<file path="config.mk">
export PLATFORM = sky130hd
export DESIGN_NAME = host_uart_emu
export DESIGN_NICKNAME = d
export VERILOG_FILES = /design/src/emu_fifo_ram.v /design/src/host_uart_emu.v
export VERILOG_INCLUDE_DIRS = /design/src /design/src/src
export SDC_FILE = /design/constraint.sdc
export NUM_CORES = 1
export LEC_CHECK = 0
export ABC_AREA = 1
export CAP_MARGIN = 30
export CELL_PAD_IN_SITES_DETAIL_PLACEMENT = 1
export CELL_PAD_IN_SITES_GLOBAL_PLACEMENT = 1
export CORE_ASPECT_RATIO = 0.9
export CORE_MARGIN = 4
export CORE_UTILIZATION = 51
export DETAILED_ROUTE_END_ITERATION = 16
export DONT_BUFFER_PORTS = 1
export PLACE_DENSITY_LB_ADDON = 0.1
export SLEW_MARGIN = 20
export SYNTH_ARGS = -nofsm -noshare
export SYNTH_HDL_FRONTEND = slang
export SYNTH_SLANG_ARGS = --single-unit
export TNS_END_PERCENT = 30
</file>
<file path="constraint.sdc">
create_clock -name I_CLK_SYS -period 3.4 [get_ports I_CLK_SYS]
set_input_delay 0.34 -clock I_CLK_SYS [delete_from_list [all_inputs] [get_ports I_CLK_SYS]]
set_output_delay 0.34 -clock I_CLK_SYS [all_outputs]
set_load 0.02 [all_outputs]
</file>
<file path="src/uart_emu_consts.vh">
// Function
// - host transmit write sets local pending bit and may interrupt local processor
// - local transmit read of the last byte sets holding-empty now, or after transmit timer if enabled
// - fifo control bits 7:6 pick receive trigger level 1, 4, 8 or 14
// - local fifo control bit 5 flags host change, bit 4 transmit overrun; read clears
// - in fifo mode, fifo control bit 3 selects multi-byte dma mode 1
// - fifo control bit 2 resets transmit fifo; self-clearing, shadow held until local read
// - fifo control bit 1 resets receive fifo; self-clearing, shadow held until local read
// - other fifo control bits take effect only when bit 0 written as 1
// - fifo-enable change flushes all buffers, clears pending interrupts; local may force off
// - modification bit 1 lets overrun write replace last entry, else write ignored
// - modification bit 0 drops daisy enable-out on interrupt, else after acknowledge cycle
// - identification bits 7:6 show fifo mode, 5:4 zero, bit 0 low when pending
// - identification bits 3:1 give highest source: line, trigger/timeout, empty, modem
// - line clears on status read, trigger below level, timeout on fifo read, modem externally
// - holding-empty interrupt clears on host transmit write or identification read reporting it
// - identification contents frozen during host read; new events recorded meanwhile
// - line status bit 7 zero in buffer mode, else set while fifo holds error bytes
// - local processor writes transmitter-empty, except automatic in double-buffer mode
// - holding-empty set on empty, delayed to host by timer, not local; host write clears
// - local error bits go to shadow, copied with next byte, shown to host at head
// - overrun sets on receive write to full buffer; data dropped; host status read clears
// - data-ready set on receive write, host copy timer-delayed; both clear when all read
`ifndef UART_EMU_CONSTS_VH
`define UART_EMU_CONSTS_VH
`define H_DATA      3'h0
`define H_IER       3'h1
`define H_FIFO      3'h2
`define H_LSR       3'h5
`define L_FIFO      8'hE9
`define L_DATA      8'hF0
`define L_IER       8'hF1
`define L_LSR       8'hF5
`define B_EN        0
`define B_RXRST     1
`define B_TXRST     2
`define B_DMA       3
`define B_TRANSMITTER_EMPTY      6
`define B_OVW       1
`define B_FAST      0
`define TRIG_1      5'h01
`define TRIG_4      5'h04
`define TRIG_8      5'h08
`define TRIG_14     5'h0E
`define ID_LINE     3'h3
`define ID_RDA      3'h2
`define ID_TMO      3'h6
`define ID_HOLDING_EMPTY     3'h1
`define ID_MODEM    3'h0
`define IRQ_RDA     0
`define IRQ_HOLDING_EMPTY    1
`define IRQ_LINE    2
`define IRQ_MODEM   3
`define LIRQ_THR    0
`define LIRQ_FIFO   1
`endif

</file>
<file path="src/emu_fifo_ram.v">
`timescale 1ns/1ps
// small two-port store; read data registered from the addressed word
module emu_fifo_ram #(
  parameter W  = 8,
  parameter AW = 4
) (
  input  wire          i_clk,
  input  wire          i_rst_n,
  input  wire          i_we,
  input  wire [AW-1:0] i_waddr,
  input  wire [W-1:0]  i_wdata,
  input  wire [AW-1:0] i_raddr,
  output reg  [W-1:0]  o_rdata
);
  reg [W-1:0] mem [0:(1<<AW)-1];

  always @(posedge i_clk) begin
    if (i_we) begin
      mem[i_waddr] <= i_wdata;
    end
  end

  always @(posedge i_clk or negedge i_rst_n) begin
    if (!i_rst_n) begin
      o_rdata <= {W{1'b0}};
    end else begin
      o_rdata <= mem[i_raddr];
    end
  end
endmodule // emu_fifo_ram

</file>
<file path="src/host_uart_emu.v">
`timescale 1ns/1ps
`include "uart_emu_consts.vh"
module host_uart_emu #(
  parameter AW    = 4,
  parameter DEPTH = 16
) (
  input  wire       I_CLK_SYS,
  input  wire       I_RST_N,
  input  wire [2:0] I_HOST_ADDR,
  input  wire       I_HOST_RD,
  input  wire       I_HOST_WR,
  input  wire [7:0] I_HOST_WDATA,
  output reg  [7:0] O_HOST_RDATA,
  output wire       O_HOST_INT,
  output wire       O_DMA_MODE,
  input  wire [7:0] I_LOC_ADDR,
  input  wire       I_LOC_RD,
  input  wire       I_LOC_WR,
  input  wire [7:0] I_LOC_WDATA,
  output reg  [7:0] O_LOC_RDATA,
  output wire       O_LOC_INT,
  input  wire [1:0] I_LOC_IRQ_EN,
  input  wire [3:0] I_IRQ_ENABLE,
  input  wire       I_MODEM_INT,
  input  wire       I_FORCE_NOFIFO,
  input  wire       I_DOUBLE_BUF,
  input  wire       I_TX_TIMER_EN,
  input  wire       I_TX_TIMER_DONE,
  input  wire       I_RX_TIMER_EN,
  input  wire       I_RX_TIMER_DONE,
  input  wire       I_RX_TIMEOUT,
  output reg        O_TX_TIMER_START,
  output reg        O_RX_TIMER_START,
  input  wire       I_DAISY_EN_IN,
  input  wire       I_INTERRUPT_ACKNOWLEDGE_CYCLE,
  output wire       O_DAISY_EN_OUT
);
  localparam [AW:0] FULL = DEPTH;
  localparam [AW:0] ONE  = 1;

  function [4:0] trig_bytes;
    input [1:0] sel;
    begin
      case (sel)
        2'h0:    trig_bytes = `TRIG_1;
        2'h1:    trig_bytes = `TRIG_4;
        2'h2:    trig_bytes = `TRIG_8;
        default: trig_bytes = `TRIG_14;
      endcase
    end
  endfunction

  //////////////////////////////////////////////////////////////////////////
  // state
  reg          fifo_en;
  reg  [1:0]   trig;
  reg          dma_sel;
  reg          txr_sh;
  reg          rxr_sh;
  reg          fcr_chg;
  reg          tx_ovr;
  reg          thr_pend;
  reg          mod_ovw;
  reg          mod_fast;
  reg          transmitter_empty;
  reg  [2:0]   err_sh;
  reg  [2:0]   err_host;
  reg          ovr;
  reg          dr_host;
  reg          holding_empty_host;
  reg          holding_empty_int;
  reg          tmo_int;
  reg          ack_blk;
  reg  [3:0]   iir_q;
  reg  [AW-1:0] twp;
  reg  [AW-1:0] trp;
  reg  [AW:0]   tcnt;
  reg  [AW-1:0] rwp;
  reg  [AW-1:0] rrp;
  reg  [AW:0]   rcnt;
  reg  [AW:0]   errcnt;
  reg          fresh1;
  reg          fresh2;
  wire [7:0]   tx_head;
  wire [10:0]  rx_head;

  //////////////////////////////////////////////////////////////////////////
  // access decode
  wire h_thr_wr = I_HOST_WR & (I_HOST_ADDR == `H_DATA);
  wire h_fcr_wr = I_HOST_WR & (I_HOST_ADDR == `H_FIFO);
  wire h_rbr_rd = I_HOST_RD & (I_HOST_ADDR == `H_DATA);
  wire h_iir_rd = I_HOST_RD & (I_HOST_ADDR == `H_FIFO);
  wire h_lsr_rd = I_HOST_RD & (I_HOST_ADDR == `H_LSR);
  wire l_fcr_rd = I_LOC_RD & (I_LOC_ADDR == `L_FIFO);
  wire l_mod_wr = I_LOC_WR & (I_LOC_ADDR == `L_FIFO);
  wire l_thr_rd = I_LOC_RD & (I_LOC_ADDR == `L_DATA);
  wire l_rbr_wr = I_LOC_WR & (I_LOC_ADDR == `L_DATA);
  wire l_lsr_wr = I_LOC_WR & (I_LOC_ADDR == `L_LSR);

  // bit 0 lands unless the local force-off holds it clear; the rest only with bit 0 set
  wire fcr_go  = h_fcr_wr & I_HOST_WDATA[`B_EN];
  wire new_en  = I_HOST_WDATA[`B_EN] & ~I_FORCE_NOFIFO;
  wire flush   = (h_fcr_wr & (new_en != fifo_en))
               | (I_FORCE_NOFIFO & fifo_en);
  wire tx_clr  = flush | (fcr_go & I_HOST_WDATA[`B_TXRST]);
  wire rx_clr  = flush | (fcr_go & I_HOST_WDATA[`B_RXRST]);

  //////////////////////////////////////////////////////////////////////////
  // fifo movement; capacity one in buffer mode
  wire [AW:0] cap = fifo_en ? FULL : ONE;
  wire tx_full = (tcnt == cap);
  wire tx_push = h_thr_wr & ~tx_full & ~tx_clr;
  wire tx_pop  = l_thr_rd & (tcnt != 0) & ~tx_clr;
  wire rx_full = (rcnt == cap);
  wire rx_over = l_rbr_wr & rx_full & ~rx_clr;
  // overwrite path leaves the error tally alone: old flags are not known here
  wire rx_ovw  = rx_over & mod_ovw;
  wire rx_push = l_rbr_wr & ~rx_full & ~rx_clr;
  wire rx_pop  = h_rbr_rd & (rcnt != 0) & ~rx_clr;
  wire [AW-1:0] rx_waddr = rx_ovw ? rwp - ONE[AW-1:0] : rwp;

  emu_fifo_ram #(.W(8), .AW(AW)) u_tx_ram (
    .i_clk   (I_CLK_SYS),
    .i_rst_n (I_RST_N),
    .i_we    (tx_push),
    .i_waddr (twp),
    .i_wdata (I_HOST_WDATA),
    .i_raddr (trp),
    .o_rdata (tx_head)
  );

  emu_fifo_ram #(.W(11), .AW(AW)) u_rx_ram (
    .i_clk   (I_CLK_SYS),
    .i_rst_n (I_RST_N),
    .i_we    (rx_push | rx_ovw),
    .i_waddr (rx_waddr),
    .i_wdata ({err_sh, I_LOC_WDATA}),
    .i_raddr (rrp),
    .o_rdata (rx_head)
  );

  always @(posedge I_CLK_SYS or negedge I_RST_N) begin
    if (!I_RST_N) begin
      twp  <= {AW{1'b0}};
      trp  <= {AW{1'b0}};
      tcnt <= {(AW+1){1'b0}};
    end else if (tx_clr) begin
      twp  <= {AW{1'b0}};
      trp  <= {AW{1'b0}};
      tcnt <= {(AW+1){1'b0}};
    end else begin
      if (tx_push) begin
        twp <= twp + ONE[AW-1:0];
      end
      if (tx_pop) begin
        trp <= trp + ONE[AW-1:0];
      end
      if (tx_push & ~tx_pop) begin
        tcnt <= tcnt + ONE;
      end else if (tx_pop & ~tx_push) begin
        tcnt <= tcnt - ONE;
      end
    end
  end

  always @(posedge I_CLK_SYS or negedge I_RST_N) begin
    if (!I_RST_N) begin
      rwp    <= {AW{1'b0}};
      rrp    <= {AW{1'b0}};
      rcnt   <= {(AW+1){1'b0}};
      errcnt <= {(AW+1){1'b0}};
    end else if (rx_clr) begin
      rwp    <= {AW{1'b0}};
      rrp    <= {AW{1'b0}};
      rcnt   <= {(AW+1){1'b0}};
      errcnt <= {(AW+1){1'b0}};
    end else begin
      if (rx_push) begin
        rwp <= rwp + ONE[AW-1:0];
      end
      if (rx_pop) begin
        rrp <= rrp + ONE[AW-1:0];
      end
      if (rx_push & ~rx_pop) begin
        rcnt <= rcnt + ONE;
      end else if (rx_pop & ~rx_push) begin
        rcnt <= rcnt - ONE;
      end
      if ((rx_push & |err_sh) & ~(rx_pop & |rx_head[10:8])) begin
        errcnt <= errcnt + ONE;
      end else if (~(rx_push & |err_sh) & rx_pop & |rx_head[10:8] & (errcnt != 0)) begin
        errcnt <= errcnt - ONE;
      end
    end
  end

  //////////////////////////////////////////////////////////////////////////
  // control and status flags
  wire holding_empty_set = (tx_pop & (tcnt == ONE) & ~tx_push & ~I_TX_TIMER_EN)
                | (I_TX_TIMER_DONE & (tcnt == 0) & ~tx_push)
                | (tx_clr & ~holding_empty_host);
  wire dr_set   = (rx_push & ~I_RX_TIMER_EN)
                | (I_RX_TIMER_DONE & (rcnt != 0));
  wire dr_clr   = rx_clr | (rx_pop & (rcnt == ONE) & ~rx_push);
  // new head becomes visible one edge after the pointer moves
  wire head_new = (rx_pop & (rcnt > ONE)) | (rx_push & (rcnt == 0));

  always @(posedge I_CLK_SYS or negedge I_RST_N) begin
    if (!I_RST_N) begin
      fifo_en   <= 1'b0;
      trig      <= 2'h0;
      dma_sel   <= 1'b0;
      txr_sh    <= 1'b0;
      rxr_sh    <= 1'b0;
      fcr_chg   <= 1'b0;
      tx_ovr    <= 1'b0;
      thr_pend  <= 1'b0;
      mod_ovw   <= 1'b0;
      mod_fast  <= 1'b0;
      transmitter_empty      <= 1'b1;
      err_sh    <= 3'h0;
      err_host  <= 3'h0;
      ovr       <= 1'b0;
      dr_host   <= 1'b0;
      holding_empty_host <= 1'b1;
      holding_empty_int  <= 1'b0;
      tmo_int   <= 1'b0;
      fresh1    <= 1'b0;
      fresh2    <= 1'b0;
    end else begin
      if (h_fcr_wr) begin
        fifo_en <= new_en;
      end else if (I_FORCE_NOFIFO) begin
        fifo_en <= 1'b0;
      end
      if (fcr_go) begin
        trig    <= I_HOST_WDATA[7:6];
        dma_sel <= I_HOST_WDATA[`B_DMA];
      end
      // flags set by the host win over a local read in the same cycle
      if (fcr_go & I_HOST_WDATA[`B_TXRST]) begin
        txr_sh <= 1'b1;
      end else if (l_fcr_rd) begin
        txr_sh <= 1'b0;
      end
      if (fcr_go & I_HOST_WDATA[`B_RXRST]) begin
        rxr_sh <= 1'b1;
      end else if (l_fcr_rd) begin
        rxr_sh <= 1'b0;
      end
      if (h_fcr_wr) begin
        fcr_chg <= 1'b1;
      end else if (l_fcr_rd) begin
        fcr_chg <= 1'b0;
      end
      if (h_thr_wr & tx_full & ~tx_clr) begin
        tx_ovr <= 1'b1;
      end else if (l_fcr_rd) begin
        tx_ovr <= 1'b0;
      end
      if (h_thr_wr) begin
        thr_pend <= 1'b1;
      end else if (l_thr_rd) begin
        thr_pend <= 1'b0;
      end
      if (l_mod_wr) begin
        mod_ovw  <= I_LOC_WDATA[`B_OVW];
        mod_fast <= I_LOC_WDATA[`B_FAST];
      end
      if (I_DOUBLE_BUF) begin
        transmitter_empty <= (tcnt == 0) & holding_empty_host;
      end else if (l_lsr_wr) begin
        transmitter_empty <= I_LOC_WDATA[`B_TRANSMITTER_EMPTY];
      end
      if (l_lsr_wr) begin
        err_sh <= I_LOC_WDATA[4:2];
      end else if (l_rbr_wr) begin
        err_sh <= 3'h0;
      end
      fresh1 <= head_new;
      fresh2 <= fresh1 & ~rx_clr;
      if (fresh2 & (rcnt != 0)) begin
        err_host <= err_host | rx_head[10:8];
      end else if (h_lsr_rd | flush) begin
        err_host <= 3'h0;
      end
      if (rx_over) begin
        ovr <= 1'b1;
      end else if (h_lsr_rd | flush) begin
        ovr <= 1'b0;
      end
      if (dr_set & ~dr_clr) begin
        dr_host <= 1'b1;
      end else if (dr_clr) begin
        dr_host <= 1'b0;
      end
      if (holding_empty_set) begin
        holding_empty_host <= 1'b1;
      end else if (h_thr_wr) begin
        holding_empty_host <= 1'b0;
      end
      if (holding_empty_set & ~flush) begin
        holding_empty_int <= 1'b1;
      end else if (h_thr_wr | flush | (h_iir_rd & (iir_q[3:1] == `ID_HOLDING_EMPTY) & ~iir_q[0])) begin
        holding_empty_int <= 1'b0;
      end
      if (I_RX_TIMEOUT & fifo_en & (rcnt != 0) & ~flush) begin
        tmo_int <= 1'b1;
      end else if (rx_pop | flush) begin
        tmo_int <= 1'b0;
      end
    end
  end

  //////////////////////////////////////////////////////////////////////////
  // host interrupt priority
  wire       line_src = I_IRQ_ENABLE[`IRQ_LINE] & (ovr | |err_host);
  wire       lvl_hit  = fifo_en ? (rcnt >= trig_bytes(trig)) : 1'b1;
  wire       rda_src  = I_IRQ_ENABLE[`IRQ_RDA] & dr_host & lvl_hit;
  wire       tmo_src  = I_IRQ_ENABLE[`IRQ_RDA] & tmo_int;
  wire       holding_empty_src = I_IRQ_ENABLE[`IRQ_HOLDING_EMPTY] & holding_empty_int;
  wire       mdm_src  = I_IRQ_ENABLE[`IRQ_MODEM] & I_MODEM_INT;
  reg  [2:0] next_id;

  always @* begin
    if (line_src) begin
      next_id = `ID_LINE;
    end else if (rda_src) begin
      next_id = `ID_RDA;
    end else if (tmo_src) begin
      next_id = `ID_TMO;
    end else if (holding_empty_src) begin
      next_id = `ID_HOLDING_EMPTY;
    end else begin
      next_id = `ID_MODEM;
    end
  end

  wire any_src = line_src | rda_src | tmo_src | holding_empty_src | mdm_src;
  assign O_HOST_INT = any_src;
  assign O_DMA_MODE = fifo_en & dma_sel;

  // snapshot held while the host reads it; live sources keep collecting
  always @(posedge I_CLK_SYS or negedge I_RST_N) begin
    if (!I_RST_N) begin
      iir_q <= 4'h1;
    end else if (!h_iir_rd) begin
      iir_q <= {next_id, ~any_src};
    end
  end

  //////////////////////////////////////////////////////////////////////////
  // local interrupt and daisy chain
  assign O_LOC_INT = (thr_pend & I_LOC_IRQ_EN[`LIRQ_THR])
                   | ((fcr_chg | tx_ovr) & I_LOC_IRQ_EN[`LIRQ_FIFO]);

  always @(posedge I_CLK_SYS or negedge I_RST_N) begin
    if (!I_RST_N) begin
      ack_blk <= 1'b0;
    end else if (I_INTERRUPT_ACKNOWLEDGE_CYCLE & O_LOC_INT) begin
      ack_blk <= 1'b1;
    end else if (!O_LOC_INT) begin
      ack_blk <= 1'b0;
    end
  end

  // slow mode lets a lower chain member answer an acknowledge it should not
  assign O_DAISY_EN_OUT = I_DAISY_EN_IN & ~(mod_fast ? O_LOC_INT : ack_blk);

  //////////////////////////////////////////////////////////////////////////
  // read data
  wire       lsr7     = fifo_en & (errcnt != 0);
  wire [7:0] fcr_loc  = {trig, fcr_chg, tx_ovr, dma_sel, txr_sh, rxr_sh, fifo_en};
  wire [7:0] lsr_host = {lsr7, transmitter_empty, holding_empty_host, err_host, ovr, dr_host};
  wire [7:0] lsr_loc  = {lsr7, transmitter_empty, (tcnt == 0), err_sh, ovr, (rcnt != 0)};
  wire [7:0] iir_rd   = {fifo_en, fifo_en, 2'h0, iir_q};

  always @(posedge I_CLK_SYS or negedge I_RST_N) begin
    if (!I_RST_N) begin
      O_HOST_RDATA     <= 8'h00;
      O_LOC_RDATA      <= 8'h00;
      O_TX_TIMER_START <= 1'b0;
      O_RX_TIMER_START <= 1'b0;
    end else begin
      O_TX_TIMER_START <= tx_pop & I_TX_TIMER_EN;
      O_RX_TIMER_START <= rx_push & I_RX_TIMER_EN;
      if (I_HOST_RD) begin
        case (I_HOST_ADDR)
          `H_DATA: O_HOST_RDATA <= (rcnt != 0) ? rx_head[7:0] : 8'h00;
          `H_IER:  O_HOST_RDATA <= {4'h0, I_IRQ_ENABLE};
          `H_FIFO: O_HOST_RDATA <= iir_rd;
          `H_LSR:  O_HOST_RDATA <= lsr_host;
          default: O_HOST_RDATA <= 8'h00;
        endcase
      end
      if (I_LOC_RD) begin
        case (I_LOC_ADDR)
          `L_FIFO: O_LOC_RDATA <= fcr_loc;
          `L_DATA: O_LOC_RDATA <= (tcnt != 0) ? tx_head : 8'h00;
          `L_IER:  O_LOC_RDATA <= {4'h0, I_IRQ_ENABLE};
          `L_LSR:  O_LOC_RDATA <= lsr_loc;
          default: O_LOC_RDATA <= 8'h00;
        endcase
      end
    end
  end
endmodule // host_uart_emu

</file>
==> results_dict.tcl, run 1 <==
set metrics [dict create \
    final_design_area_no_fill_um2 19400 \
    arrival_ns 2.53 \
    utilization_pct 58.6 \
    worst_slack_ns 0.528 \
    max_slew_margin_pct 31.7 \
    p_total_mw 11.8 \
    synth_area_leader_cell "edfxtp_1" \
    min_from "I_HOST_ADDR[1]" \
    grt_pass1_wl_um 75900 \
    cp_top_family "simple AND/OR/NAND/NOR gates" \
    yosysMostFrequentCell "nand2_1" \
    insertion_delay_ns 0.56 \
    first_global_vias 12625 \
    path_max_fanout 7 \
    dr_total_vias 12189 \
    synth_edf_count 304 \
    dr.pass1.iters 5 \
    fin_crit_ns 2.87 \
    viasPerCell 6.00 \
    synth_flop_cell "edfxtp_1" \
    dieWidth_um 202 \
    gr-usage-all-layers_pct 26.9 \
    vdd.ir_drop.worst_mv 0.441 \
    max-clock-path-buffers 3 \
    ant_nets 0 \
    start_util_pct 52.0 \
    grt_antenna_before_repair 3 \
    cts.sinks 402 \
    ys_seq_area_share_pct 67.3 \
    drt-initial-drc-count 972 \
    hold_class "primary input to register" \
    numCtsBuffers 42 \
    slew_violations 0 \
    drcViolationCount 0 \
    postSynthAreaPerCell_um2 11.3 \
    cts-root-buf "clkbuf_16" \
    synthArstFlopShare_pct 24.4 \
    placed_cell_area_um2 17800 \
    place_congestion 0.872 \
    synth_area_leaders "edfxtp_1 (53%), dfrtp_1 (14%), nand2_1 (6.7%), o21ai_0 (4.9%), nor2_1 (2.9%)" \
    synth_common_cells "nand2_1 (309), edfxtp_1 (304), o21ai_0 (168), nor2_1 (133), dfrtp_1 (95)" \
    netlist_area_um2 17200 \
    synth_compound_area_share_pct 10.6 \
    netlist_instances 1523 \
    dieHeight_um 182 \
    critPathLaunch "rcnt[0]" \
    clk_pin_slew_ns 0.06 \
    synth_fa_ha_area_share_pct 1.86 \
    powerDensity_nw_per_um2 610 \
    cts_htree_levels 2 \
    cts_tree "yes" \
    synthMuxAreaShare_pct 0.189 \
    crit_type "register to output port" \
    yosys.area_share.simple_pct 15.7 \
    overflow 0 \
    drive_gt1_share_pct 9.81 \
    yosysWarnings 0 \
    fmax_mhz 348 \
    wire_per_inst_um 24.3 \
    end_kind "output port" \
    area_growth_pct 12.7 \
    r2r_start "rcnt[0]" \
    cp_slowest_cell "dfrtp_1" \
    wirelength_um 49300 \
    die-area_um2 36700 \
    synth_top_area_share_pct 53.1 \
    hold_viol 0 \
    dp_slack_ns 0.494 \
    pin_count 71 \
    port-buffer-count 0 \
    crit_required_ns 3.06 \
    status "complete, no violations" \
    worst_pin_slew_ns 1.02 \
    post-cts-setup-buffer-count 0 \
    cap_violations 0 \
    grt_setup_unrepaired "no" \
    synth-seq-cells 402 \
    crit_chain "inv_1 -> ha_1 -> o21ai_0 -> a21oi_1 -> o21ai_0 -> nand2_1 -> nand2_1 -> nand4_1" \
    layout.nets 1651 \
    synth_nets 1597 \
    setup_violations 0 \
    cp-start-kind "register" \
    synth_top_family_by_area "simple AND/OR/NAND/NOR gates" \
    slowest_delay_ns 0.43 \
    std_cell_rows 63 \
    min_period_over_period_pct 84.5 \
    fin_setup_tns_ns 0 \
    finalClockSkew_ns 0.0139 \
    hpwl_um 31900 \
    grt_max_degree 99 \
    synthDistinctLibCells 47 \
    worstPathBufferInverterCount 1 \
    core_area_um2 33100 \
    total_leakage_power_nw 7.29 \
    synth_xor_area_share_pct 0.866 \
]
[per-stage QoR]
| stage | std cells | hold slack (ns) |
|---|---|---|
| floorplan | 1523 | 0.0444 |
| global route | 2032 | 0.0212 |
| detailed placement | 1928 | 0.0478 |
| CTS | 2032 | 0.00455 |
| global placement | 1928 | 0.0475 |
| finish | 2033 | 0.0280 |
[flip-flops by register name, summed over array words and instances, names as in the netlist, 2 cells and up]
signal / count
u_rx_ram.mem: 176
u_tx_ram.mem: 128
u_rx_ram.o_rdata: 11
O_HOST_RDATA: 8
O_LOC_RDATA: 8
u_tx_ram.o_rdata: 8
errcnt: 5
rcnt: 5
tcnt: 5
iir_q: 4
rrp: 4
rwp: 4
trp: 4
twp: 4
err_host: 3
err_sh: 3
trig: 2
[timing repair]
action,in CTS,in global routing
endpoints found under the hold margin,381,0
setup endpoints to repair,0,1
gates resized for setup,0,1
hold buffers,27,0
[kinds of logic (layout without fill, tap and decap cells)]
family                     after synthesis  in the layout
other                                    0              1
buffers and inverters                  155            242
muxes                                    3              3
adders and majority gates               25             25
DFF                                    402            402
AOI/OAI and AO/OA                      317            317
and+or+nand+nor                        604            604
xor gates and xnor gates                17             17
[worst register-to-register path: cells and delay by family (launching register included)]
kind / cells / cell delay, ns
and+or+nand+nor: 10 / 1.16
adders and majority gates: 2 / 0.57
DFF: 1 / 0.43
buffers and inverters: 2 / 0.28
AOI/OAI and AO/OA: 1 / 0.18
xor gates and xnor gates: 1 / 0.18
[routing by layer]
| layer | GRT usage, % | wire, um | share of wire, % |
|---|---|---|---|
| met1 | 38.5 | 21500 | 44 |
| met2 | 41.9 | 22700 | 46 |
| met3 | 6.45 | 3980 | 8.1 |
| met4 | 7.14 | 1100 | 2.2 |
| met5 | 0 | 27 | 0.055 |
[cell type report]
type | instances | area [um^2]
timing repair buffer | 66 | 608
clock inverter | 16 | 96.3
inverter | 99 | 372
tap | 422 | 528
fill | 3445 | 13700
multi-input combinational | 966 | 5030
clock buffer | 61 | 1160
sequential | 402 | 11600
antenna | 1 | 2.50
[where the power goes]
part / switching, mW / leakage, nW / internal [mW]
registers: 0.224 / 3.96 / 5.54
logic: 1.23 / 2.71 / 0.540
clock network: 1.88 / 0.619 / 2.39
total: 3.34 / 7.29 / 8.48
[cell usage in the layout (no fill, tap or decap), drive strengths merged]
cell type	synthesis	routed
o31ai	1	1
a31oi	1	1
a22o	2	2
clkinv	2	16
a21oi	61	61
xor2	13	13
diode	0	1
nand3	82	82
o22ai	32	32
buf	7	40
dfrtp	95	95
clkinvlp	0	1
fa	1	1
dfstp	3	3
a311oi	8	8
o41ai	1	1
clkbuf	49	61
o221ai	15	15
o2111ai	2	2
o32ai	1	1
nor2	146	146
nand2	326	326
a32oi	1	1
dlygate4sd3	0	25
mux2	2	2
inv	97	98
o21a	2	2
dlymetal6s4s	0	1
nand4	36	36
ha	24	24
mux2i	1	1
a221oi	15	15
xnor2	4	4
edfxtp	304	304
o21ai	175	175
nor3	14	14
[worst paths after layout]
kind | cells after the start | to | slack (ns)
max | 8 | O_HOST_INT | 0.53
max in group asynchronous | 2 | iir_q[0] | 2.57
min in group asynchronous | 2 | tcnt[0] | 0.43
min reg2reg | 2 | fresh2 | 0.47
max reg2reg | 16 | errcnt[4] | 0.53
min | 2 | fifo_en | 0.03
No activity file was read; power rests on OpenSTA's default activity.
==> run 2: changes to the inputs <==
==> constraint.sdc (replaced) <==
create_clock -name I_CLK_SYS -period 3 [get_ports I_CLK_SYS]
set_input_delay 0.3 -clock I_CLK_SYS [delete_from_list [all_inputs] [get_ports I_CLK_SYS]]
set_output_delay 0.3 -clock I_CLK_SYS [all_outputs]
set_load 0.02 [all_outputs]
==> results_dict.tcl, run 2 (synthesized netlist as in run 1, its figures left out) <==
set metrics [dict create \
    status "complete, no violations" \
    cts-resized-gates 0 \
    worstPathBufferInverterCount 3 \
    max-clock-path-buffers 3 \
    area_growth_pct 14.1 \
    drcViolationCount 0 \
    hold_viol 0 \
    fin_hold_ws_ns 0.0322 \
    place_congestion 0.836 \
    grt_busiest_layer "met2" \
    grt_max_degree 99 \
    powerDensity_nw_per_um2 696 \
    grt_setup_unrepaired "no" \
    vdd.ir_drop.worst_mv 0.495 \
    ant_nets 0 \
    die-area_um2 36700 \
    min_period_over_period_pct 92.4 \
    dr.pass1.iters 5 \
    post-cts-setup-buffer-count 0 \
    crit_chain "inv_1 -> o21ai_1 -> nand3_2 -> nor2_4 -> nand3_4 -> inv_2 -> nand2_1 -> nand2_1 -> nand3_2 -> nor2_1 -> buf_4" \
    fin_setup_tns_ns 0 \
    std_cell_rows 63 \
    cap_violations 0 \
    fmax_mhz 361 \
    final_design_area_no_fill_um2 19600 \
    met3_usage_pct 6.57 \
    hold_class "primary input to register" \
    core_area_um2 33100 \
    viasPerCell 5.95 \
    utilization_pct 59.3 \
    grt_use_met1_pct 37.7 \
    grt_antenna_before_repair 4 \
    hold_buffers 32 \
    wire_per_inst_um 23.7 \
    end_kind "register" \
    crit_required_ns 3.24 \
    worst_pin_slew_ns 0.938 \
    placed_cell_area_um2 17900 \
    finalClockSkew_ns 0.0158 \
    first_global_vias 12813 \
    cp_slowest_cell "dfrtp_1" \
    clk_pin_slew_ns 0.06 \
    grt_pass1_wl_um 76200 \
    dr_total_vias 12240 \
    use_met2_pct 42.1 \
    max_slew_margin_pct 37.4 \
    cts_htree_levels 2 \
    path_max_fanout 8 \
    fin_crit_ns 2.77 \
    cts-root-buf "clkbuf_16" \
    largest_reg_flops 176 \
    largest-register "u_rx_ram.mem" \
    layout.nets 1672 \
    hpwl_um 32100 \
    gr-usage-all-layers_pct 26.7 \
    crit_type "register to register" \
    arrival_ns 3.01 \
    setup_violations 0 \
    drt-initial-drc-count 1084 \
    cp_top_family "simple AND/OR/NAND/NOR gates" \
    overflow 0 \
    cts_tree "yes" \
    drive_gt1_share_pct 10.8 \
    pin_count 71 \
    layout_common_cells "nand2_1 (309), edfxtp_1 (304), o21ai_0 (168)" \
    cts.sinks 402 \
    dieWidth_um 202 \
    insertion_delay_ns 0.55 \
    numCtsBuffers 42 \
    wirelength_um 48800 \
    start_util_pct 52.0 \
    p_total_mw 13.7 \
    dieHeight_um 182 \
    reg.largest.list "u_rx_ram.mem x176, u_tx_ram.mem x128, u_rx_ram.o_rdata x11" \
    slew_violations 0 \
    cp-start-kind "register" \
    port-buffer-count 0 \
    final_common_cell "nand2_1" \
    total_leakage_power_nw 7.43 \
    slowest_delay_ns 0.45 \
]
==> run 2: changes by cell type in the layout (fill, tap and decap cells not counted), sizes merged <==
cell / before / now
clkinv: 16 / 21
diode: 1 / 3
buf: 40 / 56
clkbuf: 61 / 53
clkinvlp: 1 / 0
bufinv: 0 / 4
dlygate4sd3: 25 / 31
dlymetal6s4s: 1 / 0
==> run 2: per-layer routing <==
layer  wire (um)  vias up  part of all wire [%]
li1            -     5577                     -
met1       21200     6190                    44
met2       22800      396                    47
met3        3660       77                   7.5
met4        1100        0                   2.3
met5           0        -                     0
==> run 2: layout make-up <==
class / instances / area, um^2
antenna: 3 / 7.51
clock buffer: 53 / 1110
clock inverter: 24 / 229
fill: 3448 / 13500
inverter: 99 / 372
multi-input combinational: 966 / 5030
sequential: 402 / 11600
tap: 422 / 528
timing repair buffer: 87 / 771
==> run 2: worst paths after layout <==
kind,depth (start not counted),slack [ns],to,start
worst max-delay path,11,0.23,u_rx_ram.mem[13][2],rcnt[0]
worst min-delay path,3,0.03,fcr_chg,I_HOST_ADDR[2]
worst max register to register,11,0.23,u_rx_ram.mem[13][2],rcnt[0]
worst min register to register,2,0.48,thr_pend,thr_pend
max in group asynchronous,2,2.17,rrp[0],I_RST_N
min in group asynchronous,2,0.33,rxr_sh,I_RST_N
==> run 2: per-stage QoR <==
stage / setup slack (ns) / instances
floorplan: 0.527 / 1523
global placement: 0.346 / 1943
detailed placement: 0.252 / 1943
CTS: 0.250 / 2052
global route: 0.00423 / 2054
finish: 0.229 / 2056
==> run 2: power breakdown <==
part	total (mW)	internal [mW]	leakage, nW	switching, mW
Clock	5.12	2.99	0.664	2.13
Combinational	2.01	0.625	2.81	1.39
Sequential	6.54	6.28	3.96	0.260
Total	13.7	9.89	7.43	3.78
==> run 2: worst reg2reg max path, stage by stage (launching register included) <==
cell and delay, ns:
dfrtp_1 0.45, inv_1 0.18, o21ai_1 0.23, nand3_2 0.18, nor2_4 0.23, nand3_4 0.14, inv_2 0.12, nand2_1 0.06
nand2_1 0.12, nand3_2 0.12, nor2_1 0.37, buf_4 0.27
==> run 3: changes to the inputs <==
--- a/config.mk
+++ b/config.mk
@@ -6,13 +6,12 @@
 export SDC_FILE = /design/constraint.sdc
 export NUM_CORES = 1
 export LEC_CHECK = 0
-export ABC_AREA = 1
 export CAP_MARGIN = 30
 export CELL_PAD_IN_SITES_DETAIL_PLACEMENT = 1
 export CELL_PAD_IN_SITES_GLOBAL_PLACEMENT = 1
 export CORE_ASPECT_RATIO = 0.9
 export CORE_MARGIN = 4
-export CORE_UTILIZATION = 51
+export CORE_UTILIZATION = 54
 export DETAILED_ROUTE_END_ITERATION = 16
 export DONT_BUFFER_PORTS = 1
 export PLACE_DENSITY_LB_ADDON = 0.1
==> results_dict.tcl, run 3 <==
set metrics [dict create \
    switchingPower_mw 4.12 \
    max_slew_margin_pct 38.4 \
    hold_class "primary input to register" \
    drt-initial-drc-count 1188 \
    cts.sinks 402 \
    ant_nets 0 \
    synth_flop_cell "edfxtp_1" \
    grt_antenna_before_repair 6 \
    gr-usage-all-layers_pct 28.5 \
    fin_hold_ws_ns 0.0379 \
    synth_area_leaders "edfxtp_1 (53%), dfrtp_1 (14%), mux4_2 (5.0%), mux2i_1 (3.9%), nand2_1 (1.8%)" \
    layout.nets 1310 \
    layout_common_cells "edfxtp_1 (304), dfrtp_1 (92), nand2_1 (81)" \
    reg.largest.list "u_rx_ram.mem x176, u_tx_ram.mem x128, u_rx_ram.o_rdata x11" \
    powerDensity_nw_per_um2 742 \
    cts-root-buf "clkbuf_16" \
    place_congestion 0.912 \
    cts_tree "yes" \
    slew_violations 0 \
    synthArstFlopShare_pct 24.4 \
    worst_slack_ns 0.108 \
    grt_max_degree 99 \
    synthDistinctLibCells 81 \
    wirelength_um 48700 \
    crit_required_ns 3.42 \
    insertion_delay_ns 0.56 \
    cap_violations 0 \
    yosysWarnings 0 \
    worst_pin_slew_ns 0.920 \
    p_int_mw 10.6 \
    dp_slack_ns -0.183 \
    vdd.ir_drop.worst_mv 0.466 \
    grt_setup_unrepaired "yes" \
    dr.pass1.iters 7 \
    synth_edf_count 304 \
    status "complete, no violations" \
    multi_input_area_um2 5340 \
    synth-seq-cells 402 \
    max-clock-path-buffers 3 \
    synth_top_area_share_pct 53.2 \
    min_from "I_HOST_ADDR[1]" \
    cp-start-kind "register" \
    total_leakage_power_nw 6.97 \
    min_period_over_period_pct 96.4 \
    netlist_area_um2 17200 \
    reg2reg_slack_ns 0.11 \
    critPathLaunch "fifo_en" \
    viasPerCell 6.48 \
    clk_pin_slew_ns 0.06 \
    synth_nets 1223 \
    largest-register "u_rx_ram.mem" \
    port-buffer-count 0 \
    sw_frac_of_total_pct 28.0 \
    p_seq_share_pct 46.5 \
    drive_gt1_share_pct 18.9 \
    grt_pass1_wl_um 73100 \
    cts_htree_levels 2 \
    n_fill_cell 2835 \
    die-area_um2 34700 \
    numCtsBuffers 41 \
    r2r_cells 10 \
    rr_endpoint "errcnt[4]" \
    first_global_vias 11250 \
    end_kind "register" \
    postSynthAreaPerCell_um2 14.9 \
    placed_cell_area_um2 18000 \
    pin_count 71 \
    finalClockSkew_ns 0.0187 \
    area_growth_pct 15.4 \
    hold_viol 0 \
    ys_seq_area_share_pct 67.5 \
    yosysMostFrequentCell "edfxtp_1" \
    synth_area_leader_cell "edfxtp_1" \
    fin_crit_ns 2.89 \
    dr_total_vias 10874 \
    largest_reg_flops 176 \
    overflow 0 \
    start_util_pct 55.1 \
    p_comb_share_pct 18.5 \
    setup_violations 0 \
    final_common_cell "edfxtp_1" \
    crit_end "errcnt[4]" \
    synth_common_cells "edfxtp_1 (304), dfrtp_1 (95), nand2_1 (81), nor2_1 (67), mux2i_1 (66)" \
    final_design_area_no_fill_um2 19800 \
    fmax_mhz 346 \
    seq_area_um2 11600 \
    drcViolationCount 0 \
    crit_type "register to register" \
    hpwl_um 32000 \
    core_area_um2 31100 \
    dieWidth_um 196 \
    path_max_fanout 6 \
    r2r_start "fifo_en" \
    std_cell_rows 61 \
    wire_per_inst_um 29.0 \
    dieHeight_um 177 \
    arrival_ns 3.31 \
    clock_power_share_pct 35.0 \
    netlist_instances 1149 \
]
## run 3: worst min path at each step
stage                      end  slack, ns  cells past startpoint
4_1_cts               iir_q[0]       0.02                      2
5_1_grt               iir_q[0]       0.04                      2
2_1_floorplan  O_HOST_RDATA[0]      0.004                      0
3_5_place_dp           tcnt[4]      0.007                      0
3_3_place_gp           tcnt[4]      0.007                      0
6_report              iir_q[0]       0.04                      2
## run 3: what timing repair did
item / CTS / global route
gates resized for setup: 5 / 3
endpoints found under the setup margin: 13 / 12
setup buffers: 0 / 1
pin swaps: 0 / 3
hold buffers: 29 / 0
hold endpoints to repair: 382 / 0
## run 3: area by class of cell
cell class | count | share of cell area, %
diodes | 3 | 0.0379
clock buffers | 55 | 5.76
clock inverters | 19 | 1.15
inverters | 29 | 0.550
multi-input cells | 662 | 27.0
flip-flops and latches | 402 | 58.6
well taps | 409 | 2.59
repair buffers | 100 | 4.36
## run 3: power by group through the flow
stage | logic [mW] | registers [mW] | clock network, mW
2_1_floorplan | 1.86 | 6.64 | 0
3_3_place_gp | 2.42 | 6.90 | 0
3_5_place_dp | 2.51 | 6.92 | 0
4_1_cts | 2.68 | 6.81 | 5.23
5_1_grt | 2.96 | 6.87 | 5.52
6_report | 2.72 | 6.83 | 5.15
## run 3: cell families (layout without fill, tap and decap cells)
| logic type | count (synthesis) | after routing | synth area share, % |
|---|---|---|---|
| adders and majority gates | 25 | 25 | 1.87 |
| and+or+nand+nor | 260 | 260 | 7.86 |
| AOI/OAI and AO/OA | 222 | 222 | 8.91 |
| buffers and inverters | 85 | 203 | 2.03 |
| muxes | 128 | 128 | 10.4 |
| DFF | 402 | 402 | 67.5 |
| other | 0 | 3 | 0 |
| xor gates and xnor gates | 27 | 27 | 1.38 |
## run 3: metal layers
layer	global-route usage, %	up-vias	part of all wire (%)
li1	-	4650	-
met1	41.6	5638	43
met2	43.0	494	45
met3	7.88	84	9.7
met4	7.65	8	2.3
met5	0	-	0.10
## run 3: worst max-delay path, cell delays in order (launching register included)
cell and delay [ns]:
dfrtp_2 0.44, and3b_1 0.21, o21a_1 0.20, or2_1 0.23
or4_4 0.56, fa_2 0.38, a21o_1 0.17, a21oi_2 0.15
mux2i_1 0.23, xnor2_1 0.14, nor2_1 0.05
## run 3: stage by stage
stage          power [mW]  cells  util (%)  setup TNS (ns)
2_1_floorplan        8.50   1149         -         -0.0864
3_3_place_gp         9.31   1562      57.7           -3.39
3_5_place_dp         9.43   1569      57.9           -3.27
4_1_cts              14.7   1672      63.4               0
5_1_grt              15.3   1678      63.5         -0.0166
6_report             14.7   1679      63.6               0
